==> src/rtl/pcc_pkg.sv <==
// shared constants and types for the pll calibration and program counter bank
`default_nettype none
package pcc_pkg;
    // register offsets
    localparam logic [7:0] ADDR_FILTER = 8'h76;
    localparam logic [7:0] ADDR_WAITS = 8'h77;
    localparam logic [7:0] ADDR_BW = 8'h78;
    localparam logic [7:0] ADDR_COUNT = 8'h88;
    localparam logic [7:0] ADDR_NVM_CTRL = 8'h89;
    localparam logic [7:0] ADDR_UNLOCK = 8'ha4;
    // reset values and the default unlock code
    localparam logic [7:0] RST_FILTER = 8'h03;
    localparam logic [7:0] RST_WAITS = 8'h01;
    localparam logic [7:0] RST_BW = 8'h00;
    localparam logic [7:0] RST_COUNT = 8'h00;
    localparam logic [7:0] UNLOCK_CODE_DEF = 8'h5a;
    // writable-bit masks, the rest reads zero
    localparam logic [7:0] MASK_FILTER = 8'h07;
    localparam logic [7:0] MASK_WAITS = 8'h0f;
    localparam logic [7:0] MASK_BW = 8'h01;
    // field positions
    localparam int VCO_WAIT_LSB = 0;
    localparam int CLSD_WAIT_LSB = 2;
    localparam int BW_BIT = 0;
    localparam int CTRL_PROG_BIT = 0;
    localparam int CTRL_BUSY_BIT = 2;
    localparam int CTRL_COMMIT_BIT = 3;
    // loop filter codes and the program count limit
    localparam logic [2:0] FILTER_SECOND_ORDER = 3'h3;
    localparam logic [2:0] FILTER_THIRD_ORDER = 3'h7;
    localparam logic [7:0] COUNT_MAX = 8'hff;
    // timing, in ns, and cycle counts at the 200 MHz clock
    localparam int CLK_PERIOD_NS = 5;
    localparam int VCO_WAIT0_NS = 20_000;
    localparam int VCO_WAIT1_NS = 400_000;
    localparam int VCO_WAIT2_NS = 8_000_000;
    localparam int VCO_WAIT3_NS = 200_000_000;
    localparam int CLSD_WAIT0_NS = 30_000;
    localparam int CLSD_WAIT1_NS = 300_000;
    localparam int CLSD_WAIT2_NS = 30_000_000;
    localparam int CLSD_WAIT3_NS = 300_000_000;
    localparam int PROG_TIME_NS = 230_000_000;
    localparam int TIMER_W = 26;
    // least times, so round up
    localparam int VCO_WAIT0_CYC = (VCO_WAIT0_NS + CLK_PERIOD_NS - 1) / CLK_PERIOD_NS;
    localparam int VCO_WAIT1_CYC = (VCO_WAIT1_NS + CLK_PERIOD_NS - 1) / CLK_PERIOD_NS;
    localparam int VCO_WAIT2_CYC = (VCO_WAIT2_NS + CLK_PERIOD_NS - 1) / CLK_PERIOD_NS;
    localparam int VCO_WAIT3_CYC = (VCO_WAIT3_NS + CLK_PERIOD_NS - 1) / CLK_PERIOD_NS;
    localparam int CLSD_WAIT0_CYC = (CLSD_WAIT0_NS + CLK_PERIOD_NS - 1) / CLK_PERIOD_NS;
    localparam int CLSD_WAIT1_CYC = (CLSD_WAIT1_NS + CLK_PERIOD_NS - 1) / CLK_PERIOD_NS;
    localparam int CLSD_WAIT2_CYC = (CLSD_WAIT2_NS + CLK_PERIOD_NS - 1) / CLK_PERIOD_NS;
    localparam int CLSD_WAIT3_CYC = (CLSD_WAIT3_NS + CLK_PERIOD_NS - 1) / CLK_PERIOD_NS;
    localparam int PROG_TIME_CYC = (PROG_TIME_NS + CLK_PERIOD_NS - 1) / CLK_PERIOD_NS;

    // one register port transaction
    typedef struct packed {
        logic wr;
        logic rd;
        logic [7:0] addr;
        logic [7:0] wdata;
    } pcc_req_t;

    // stored image in the non-volatile memory
    typedef struct packed {
        logic [7:0] count;
        logic [7:0] bw;
        logic [7:0] waits;
        logic [7:0] filter;
    } pcc_image_t;

    typedef enum logic [1:0] {
        NVM_LOAD = 2'b00,
        NVM_IDLE = 2'b01,
        NVM_PROG = 2'b10
    } pcc_nvm_state_t;

    typedef enum logic [1:0] {
        CAL_IDLE = 2'b00,
        CAL_VCO = 2'b01,
        CAL_CLSD = 2'b10
    } pcc_cal_state_t;
endpackage
`default_nettype wire

==> src/rtl/pcc_timer.sv <==
// down-counting wait timer shared by calibration and programming
`default_nettype none
module pcc_timer #(
    parameter int W = pcc_pkg::TIMER_W
) (
    input wire logic clock_in,            // 200 MHz clock
    input wire logic rst_n_in,            // synchronous reset, low
    input wire logic load_in,             // start a wait of count_in cycles
    input wire logic [W-1:0] count_in,    // wait length, at least 1
    output logic expired_out              // one-cycle pulse at the end
);
    logic [W-1:0] cnt_reg;
    logic [W-1:0] cnt_next;
    logic run_reg;
    logic run_next;
    logic exp_reg;
    logic exp_next;

    // a fresh load restarts the wait even if one is running
    always_comb begin
        cnt_next = cnt_reg;
        run_next = run_reg;
        exp_next = 1'b0;
        if (load_in) begin
            cnt_next = count_in;
            run_next = 1'b1;
        end else if (run_reg) begin
            if (cnt_reg <= W'(1)) begin
                run_next = 1'b0;
                exp_next = 1'b1;
            end else begin
                cnt_next = cnt_reg - W'(1);
            end
        end
    end

    always_ff @(posedge clock_in) begin
        if (!rst_n_in) begin
            cnt_reg <= '0;
            run_reg <= 1'b0;
            exp_reg <= 1'b0;
        end else begin
            cnt_reg <= cnt_next;
            run_reg <= run_next;
            exp_reg <= exp_next;
        end
    end

    assign expired_out = exp_reg;
endmodule
`default_nettype wire

==> src/rtl/pcc_bank.sv <==
// pll calibration control registers and non-volatile program counter
`default_nettype none
module pcc_bank #(
    parameter int VCO_WAIT0_CYC = pcc_pkg::VCO_WAIT0_CYC,
    parameter int VCO_WAIT1_CYC = pcc_pkg::VCO_WAIT1_CYC,
    parameter int VCO_WAIT2_CYC = pcc_pkg::VCO_WAIT2_CYC,
    parameter int VCO_WAIT3_CYC = pcc_pkg::VCO_WAIT3_CYC,
    parameter int CLSD_WAIT0_CYC = pcc_pkg::CLSD_WAIT0_CYC,
    parameter int CLSD_WAIT1_CYC = pcc_pkg::CLSD_WAIT1_CYC,
    parameter int CLSD_WAIT2_CYC = pcc_pkg::CLSD_WAIT2_CYC,
    parameter int CLSD_WAIT3_CYC = pcc_pkg::CLSD_WAIT3_CYC,
    parameter int PROG_TIME_CYC = pcc_pkg::PROG_TIME_CYC,
    parameter logic [7:0] UNLOCK_CODE = pcc_pkg::UNLOCK_CODE_DEF
) (
    input wire logic clock_in,                   // 200 MHz clock
    input wire logic rst_n_in,                   // synchronous reset, low
    input wire pcc_pkg::pcc_req_t req_in,        // decoded port transaction
    output logic [7:0] rdata_out,                // read data, registered
    output logic rvalid_out,                     // read data valid pulse
    output logic busy_out,                       // memory load or program
    input wire pcc_pkg::pcc_image_t nvm_rd_in,   // stored image from memory
    output pcc_pkg::pcc_image_t nvm_wr_data_out, // image to program
    output logic nvm_wr_out,                     // program request pulse
    input wire logic cal_start_in,               // begin pll calibration
    output logic cal_busy_out,                   // calibration in progress
    output logic cal_done_out,                   // calibration done pulse
    output logic [2:0] filter_sel_out,           // loop filter code
    output logic filter_second_out,              // second-order selected
    output logic filter_third_out,               // third-order selected
    output logic narrow_bw_out                   // 200 Hz jitter mode
);
    localparam int TW = pcc_pkg::TIMER_W;

    // register state
    logic [7:0] filter_reg;
    logic [7:0] filter_next;
    logic [7:0] waits_reg;
    logic [7:0] waits_next;
    logic [7:0] bw_reg;
    logic [7:0] bw_next;
    logic [7:0] count_reg;
    logic [7:0] count_next;
    logic unlocked_reg;
    logic unlocked_next;
    logic [7:0] rdata_reg;
    logic [7:0] rdata_next;
    logic rvalid_reg;
    logic rvalid_next;
    // memory sequencer state
    pcc_pkg::pcc_nvm_state_t nvm_state_reg;
    pcc_pkg::pcc_nvm_state_t nvm_state_next;
    pcc_pkg::pcc_image_t wr_data_reg;
    pcc_pkg::pcc_image_t wr_data_next;
    logic nvm_wr_reg;
    logic nvm_wr_next;
    // calibration state
    pcc_pkg::pcc_cal_state_t cal_state_reg;
    pcc_pkg::pcc_cal_state_t cal_state_next;
    logic cal_done_reg;
    logic cal_done_next;
    // shared timer, plus the write-hit and program-start decodes
    logic tmr_load;
    logic [TW-1:0] tmr_count;
    logic tmr_expired;
    logic prog_go;
    logic wr_hit;

    // saturating increment of the program count
    function automatic logic [7:0] sat_inc(input logic [7:0] v);
        if (v == pcc_pkg::COUNT_MAX) begin
            return v;
        end
        return v + 8'h01;
    endfunction

    // cycle counts for the two wait fields
    function automatic logic [TW-1:0] vco_cycles(input logic [1:0] code);
        case (code)
            2'h0: return TW'(VCO_WAIT0_CYC);
            2'h1: return TW'(VCO_WAIT1_CYC);
            2'h2: return TW'(VCO_WAIT2_CYC);
            default: return TW'(VCO_WAIT3_CYC);
        endcase
    endfunction

    function automatic logic [TW-1:0] clsd_cycles(input logic [1:0] code);
        case (code)
            2'h0: return TW'(CLSD_WAIT0_CYC);
            2'h1: return TW'(CLSD_WAIT1_CYC);
            2'h2: return TW'(CLSD_WAIT2_CYC);
            default: return TW'(CLSD_WAIT3_CYC);
        endcase
    endfunction

    // software writes land only while the memory is idle
    assign wr_hit = req_in.wr && (nvm_state_reg == pcc_pkg::NVM_IDLE);
    // program start needs the unlock write as the very last transaction
    assign prog_go = wr_hit && unlocked_reg
        && (req_in.addr == pcc_pkg::ADDR_NVM_CTRL)
        && req_in.wdata[pcc_pkg::CTRL_PROG_BIT];

    // register file, address decode and memory sequencer
    always_comb begin
        filter_next = filter_reg;
        waits_next = waits_reg;
        bw_next = bw_reg;
        count_next = count_reg;
        unlocked_next = unlocked_reg;
        rdata_next = rdata_reg;
        rvalid_next = 1'b0;
        nvm_state_next = nvm_state_reg;
        wr_data_next = wr_data_reg;
        nvm_wr_next = 1'b0;
        // any transaction spends the unlock; only the unlock write arms it
        if (req_in.wr || req_in.rd) begin
            unlocked_next = req_in.wr
                && (req_in.addr == pcc_pkg::ADDR_UNLOCK)
                && (req_in.wdata == UNLOCK_CODE);
        end
        if (wr_hit) begin
            if (req_in.addr == pcc_pkg::ADDR_FILTER) begin
                filter_next = req_in.wdata & pcc_pkg::MASK_FILTER;
            end else if (req_in.addr == pcc_pkg::ADDR_WAITS) begin
                waits_next = req_in.wdata & pcc_pkg::MASK_WAITS;
            end else if (req_in.addr == pcc_pkg::ADDR_BW) begin
                bw_next = req_in.wdata & pcc_pkg::MASK_BW;
            end else if (req_in.addr == pcc_pkg::ADDR_NVM_CTRL) begin
                if (req_in.wdata[pcc_pkg::CTRL_COMMIT_BIT]) begin
                    nvm_state_next = pcc_pkg::NVM_LOAD;
                end
            end
            // the count register and unmapped offsets drop writes
        end
        // reads are always answered, but return zero while a load is copying the image
        if (req_in.rd) begin
            rvalid_next = 1'b1;
            if (nvm_state_reg == pcc_pkg::NVM_LOAD) begin
                rdata_next = 8'h00;
            end else if (req_in.addr == pcc_pkg::ADDR_FILTER) begin
                rdata_next = filter_reg;
            end else if (req_in.addr == pcc_pkg::ADDR_WAITS) begin
                rdata_next = waits_reg;
            end else if (req_in.addr == pcc_pkg::ADDR_BW) begin
                rdata_next = bw_reg;
            end else if (req_in.addr == pcc_pkg::ADDR_COUNT) begin
                rdata_next = count_reg;
            end else if (req_in.addr == pcc_pkg::ADDR_NVM_CTRL) begin
                rdata_next = 8'h00;
                rdata_next[pcc_pkg::CTRL_BUSY_BIT] =
                    (nvm_state_reg == pcc_pkg::NVM_PROG);
            end else begin
                rdata_next = 8'h00;
            end
        end
        case (nvm_state_reg)
            pcc_pkg::NVM_LOAD: begin
                // copy the stored image, keeping reserved bits at zero
                filter_next = nvm_rd_in.filter & pcc_pkg::MASK_FILTER;
                waits_next = nvm_rd_in.waits & pcc_pkg::MASK_WAITS;
                bw_next = nvm_rd_in.bw & pcc_pkg::MASK_BW;
                count_next = nvm_rd_in.count;
                nvm_state_next = pcc_pkg::NVM_IDLE;
            end
            pcc_pkg::NVM_IDLE: begin
                if (prog_go) begin
                    // the incremented count is stored with the image
                    wr_data_next.filter = filter_reg;
                    wr_data_next.waits = waits_reg;
                    wr_data_next.bw = bw_reg;
                    wr_data_next.count = sat_inc(count_reg);
                    nvm_wr_next = 1'b1;
                    nvm_state_next = pcc_pkg::NVM_PROG;
                end
            end
            pcc_pkg::NVM_PROG: begin
                // reload once the cycle completes
                if (tmr_expired) begin
                    nvm_state_next = pcc_pkg::NVM_LOAD;
                end
            end
            default: begin
                nvm_state_next = pcc_pkg::NVM_LOAD;
            end
        endcase
    end

    // reset enters the load state so the image is copied first
    always_ff @(posedge clock_in) begin
        if (!rst_n_in) begin
            filter_reg <= pcc_pkg::RST_FILTER;
            waits_reg <= pcc_pkg::RST_WAITS;
            bw_reg <= pcc_pkg::RST_BW;
            count_reg <= pcc_pkg::RST_COUNT;
            unlocked_reg <= 1'b0;
            rdata_reg <= 8'h00;
            rvalid_reg <= 1'b0;
            nvm_state_reg <= pcc_pkg::NVM_LOAD;
            wr_data_reg <= '0;
            nvm_wr_reg <= 1'b0;
        end else begin
            filter_reg <= filter_next;
            waits_reg <= waits_next;
            bw_reg <= bw_next;
            count_reg <= count_next;
            unlocked_reg <= unlocked_next;
            rdata_reg <= rdata_next;
            rvalid_reg <= rvalid_next;
            nvm_state_reg <= nvm_state_next;
            wr_data_reg <= wr_data_next;
            nvm_wr_reg <= nvm_wr_next;
        end
    end

    // calibration: vco wait, then closed-loop wait
    // programming owns the timer, so calibration cannot start meanwhile
    always_comb begin
        cal_state_next = cal_state_reg;
        cal_done_next = 1'b0;
        tmr_load = 1'b0;
        tmr_count = TW'(PROG_TIME_CYC);
        if (nvm_wr_next) begin
            tmr_load = 1'b1;
        end
        case (cal_state_reg)
            pcc_pkg::CAL_IDLE: begin
                if (cal_start_in && !nvm_wr_next
                    && nvm_state_reg != pcc_pkg::NVM_PROG) begin
                    tmr_load = 1'b1;
                    tmr_count = vco_cycles(
                        waits_reg[pcc_pkg::VCO_WAIT_LSB +: 2]);
                    cal_state_next = pcc_pkg::CAL_VCO;
                end
            end
            pcc_pkg::CAL_VCO: begin
                if (tmr_expired) begin
                    tmr_load = 1'b1;
                    tmr_count = clsd_cycles(
                        waits_reg[pcc_pkg::CLSD_WAIT_LSB +: 2]);
                    cal_state_next = pcc_pkg::CAL_CLSD;
                end
            end
            pcc_pkg::CAL_CLSD: begin
                if (tmr_expired) begin
                    cal_done_next = 1'b1;
                    cal_state_next = pcc_pkg::CAL_IDLE;
                end
            end
            default: begin
                cal_state_next = pcc_pkg::CAL_IDLE;
            end
        endcase
    end

    always_ff @(posedge clock_in) begin
        if (!rst_n_in) begin
            cal_state_reg <= pcc_pkg::CAL_IDLE;
            cal_done_reg <= 1'b0;
        end else begin
            cal_state_reg <= cal_state_next;
            cal_done_reg <= cal_done_next;
        end
    end

    pcc_timer #(
        .W(TW)
    ) u_timer (
        .clock_in(clock_in),
        .rst_n_in(rst_n_in),
        .load_in(tmr_load),
        .count_in(tmr_count),
        .expired_out(tmr_expired)
    );

    // pll controls straight from the registers
    assign filter_sel_out = filter_reg[2:0];
    assign filter_second_out =
        (filter_reg[2:0] == pcc_pkg::FILTER_SECOND_ORDER);
    assign filter_third_out =
        (filter_reg[2:0] == pcc_pkg::FILTER_THIRD_ORDER);
    assign narrow_bw_out = bw_reg[pcc_pkg::BW_BIT];
    assign rdata_out = rdata_reg;
    assign rvalid_out = rvalid_reg;
    assign busy_out = (nvm_state_reg != pcc_pkg::NVM_IDLE);
    assign nvm_wr_data_out = wr_data_reg;
    assign nvm_wr_out = nvm_wr_reg;
    assign cal_busy_out = (cal_state_reg != pcc_pkg::CAL_IDLE);
    assign cal_done_out = cal_done_reg;
endmodule
`default_nettype wire

==> config.mk <==
export PLATFORM = sky130hd
export DESIGN_NAME = pcc_bank
export DESIGN_NICKNAME = d
export VERILOG_FILES = /design/src/rtl/pcc_pkg.sv /design/src/rtl/pcc_timer.sv /design/src/rtl/pcc_bank.sv
export SDC_FILE = /design/constraint.sdc
export NUM_CORES = 1
export LEC_CHECK = 0
export BUFFER_PORTS_ARGS = -buffer_cell sky130_fd_sc_hd__buf_4
export CAP_MARGIN = 20
export CORE_ASPECT_RATIO = 0.75
export CORE_MARGIN = 10
export CORE_UTILIZATION = 45
export DETAILED_ROUTE_END_ITERATION = 7
export GPL_ROUTABILITY_DRIVEN = 1
export PLACE_DENSITY_LB_ADDON = 0.08
export SYNTH_ARGS = -nofsm -noshare
export SYNTH_HDL_FRONTEND = slang
export SYNTH_HIERARCHICAL = 1
export SYNTH_SLANG_ARGS = --single-unit
==> constraint.sdc <==
create_clock -name clock_in -period 4.5 [get_ports clock_in]
set_clock_uncertainty 0.1 [all_clocks]
set_input_delay 0.675 -clock clock_in [delete_from_list [all_inputs] [get_ports clock_in]]
set_output_delay 0.675 -clock clock_in [all_outputs]
set_load 0.005 [all_outputs]
==> impl_metrics.tcl <==
set metrics [dict create \
    power_density_nw_per_um2 336.6 \
    wire_per_inst_um 17.53 \
    root_buffer "clkbuf_16" \
    synth_area_um2 4489 \
    fmax_mhz 280.7 \
    insertion_delay_ns 0.35 \
    dr.pass1.iters 5 \
    globalplace.congestion 0.9109 \
    vias 4389 \
    timing.final.max_slew_violations 0 \
    async_flop_share_pct 0 \
    postCtsResizedCells 0 \
    cp_max_fo 8 \
    dp.cells 741 \
    diodes 0 \
    row_count 31 \
    post_cts_buffers 0 \
    slew_headroom_pct 27.29 \
    cts_sinks 76 \
    antenna_found_initial 0 \
    cts_buffer_depth 2 \
    tritoncts "done" \
    setup_viol 0 \
    leakage_nw 2.166 \
    port-buffer-count 71 \
    criticalPathCategory "in2reg" \
    grt_max_degree 63 \
    fin_nets 689 \
    start_kind "primary input" \
    status "finished, final reports clean" \
    netlist.top_cell.by_area "dfxtp_1" \
    synth_seq_cells 76 \
    synth-main-ff-cell "dfxtp_1" \
    core_um2 9697 \
    hold_ws_ns 0.3504 \
    h-tree-depth 3 \
    hold_path_class "reg2reg" \
    ioPinCount 104 \
    die-area_um2 14410 \
    routed_via_density 5.790 \
    start_util_pct 46.30 \
    dp_hpwl_mm 9.920 \
    period_share_pct 79.16 \
    die_w_um 135.3 \
    min_period_ns 3.562 \
    drt_iter0_drc 377 \
    critical_path_required_ns 4.68 \
    yosys_warnings 6 \
    netlist_top_cells_area "dfxtp_1, nand2_1, o21ai_0" \
    syn_area_per_cell_um2 8.074 \
    crit_arrival_ns 3.74 \
    end_kind "register" \
    die_h_um 106.5 \
    gr-total-overflow 0 \
    grt_pass1_vias 4182 \
    grt_usage_pct 18.19 \
    synth.distinct_cells 66 \
    ir_drop_v 0.0001910 \
    clk_pin_slew_ns 0.06 \
    synth_top_area_share_pct 33.89 \
    tns_ns 0 \
    grt_pass1_wl_mm 21.27 \
    netlist_instances 556 \
    rsz0062_at_grt "false" \
    cts_hold_repair.buffers 0 \
    cts-buffers-inserted 9 \
    layout-drive-gt1-share_pct 18.05 \
    drtAntennaViolNets 0 \
    hold_viol_final 0 \
    maxCapViolations 0 \
    route.final.wire_length_mm 13.29 \
    largest_reg_flops 26 \
    rrSetupSlack_ns 1.51 \
    instances_no_fill 758 \
    final_cell_mix "dfxtp_1, buf_4, nand2_1" \
    drc_errors 0 \
    yosysSeqAreaShare_pct 33.89 \
    area_growth_pct 19.82 \
    synth-edff-count 0 \
    tightestPinTransition_ns 1.077 \
]
==> cells in the mapped netlist, types with 3 or more instances <==
master,count
dfxtp_1,76
nand2_1,73
nor2_1,40
o21ai_0,40
a21oi_1,24
clkbuf_1,22
inv_1,17
buf_4,16
nand3_1,16
a31oi_1,15
ha_1,15
a21boi_0,13
nor3_1,10
mux2i_1,9
o31ai_1,9
nor2b_1,8
o22ai_1,8
or3_1,8
a21boi_1,7
and3_1,7
nand2b_1,7
nand4_1,6
nor4_1,6
a311oi_1,5
and2_1,5
or4_1,5
xor2_1,5
a22oi_1,4
buf_6,4
nand3b_1,4
o21a_1,4
or2_2,4
or4_4,4
xnor2_1,4
a211oi_1,3
and4b_1,3
nand4b_1,3
nor4b_1,3
o211ai_1,3
o21bai_1,3
o41ai_1,3
or3b_2,3
==> logic make-up after synthesis <==
kind of cell,after synthesis,synth area share [%]
buffers and inverters,60,7.051
muxes,10,2.258
other,1,0.08353
AOI/OAI and AO/OA,159,23.50
adders and majority gates,15,4.181
xor gates and xnor gates,9,1.756
DFF,76,33.89
and+or+nand+nor,226,27.29
==> stage by stage <==
step                      cell area, um^2  setup slack, ns  util, %  power [mW]
after floorplan                      4561            1.030        -      0.9631
after global placement               5064           0.6731    52.22       1.054
after detailed placement             5064           0.6526    52.22       1.060
after CTS                            5374           0.9958    55.42       1.815
after global routing                 5379           0.6825    55.47       1.886
final                                5379           0.9378    55.47       1.811
==> cell type report <==
| type | instances | area (um^2) |
|---|---|---|
| clock inverters | 6 | 71.32 |
| clock buffers | 10 | 239.0 |
| repair buffers | 78 | 595.6 |
| multi-input cells | 439 | 2723 |
| well taps | 132 | 165.2 |
| flip-flops and latches | 76 | 1521 |
| inverters | 17 | 63.81 |
| fillers | 949 | 4318 |
==> layer usage <==
metal	global-route usage [%]	up-vias	wire length (um)
met5	0	-	0
met4	5.445	0	162
met3	6.867	19	1233
met2	24.67	166	5199
met1	25.76	2074	6689
li1	-	2130	-
==> final timing paths <==
| check | from | to | cells past startpoint |
|---|---|---|---|
| setup / recovery | req_in[13] | u_timer/cnt_reg[25] | 11 |
| hold / removal | nvm_wr_data_out[1] | nvm_wr_data_out[1] | 2 |
| setup reg to reg | u_timer/cnt_reg[8] | u_timer/cnt_reg[10] | 5 |
| hold reg to reg | nvm_wr_data_out[1] | nvm_wr_data_out[1] | 2 |
==> critical path: stages <==
cell	delay (ns)
buf_4	0.12
or4b_1	0.74
nor4_4	0.35
or3_1	0.34
nand3_1	0.33
nor2b_1	0.43
nand3_1	0.15
nor4_1	0.18
buf_4	0.18
nand3_1	0.07
a21oi_1	0.16
==> report_power, final <==
| group | internal (mW) | leakage, nW | switching (mW) |
|---|---|---|---|
| logic | 0.123 | 1.39 | 0.181 |
| clock network | 0.450 | 0.151 | 0.304 |
| registers | 0.706 | 0.623 | 0.0463 |
No activity file was read; power rests on OpenSTA's default activity.
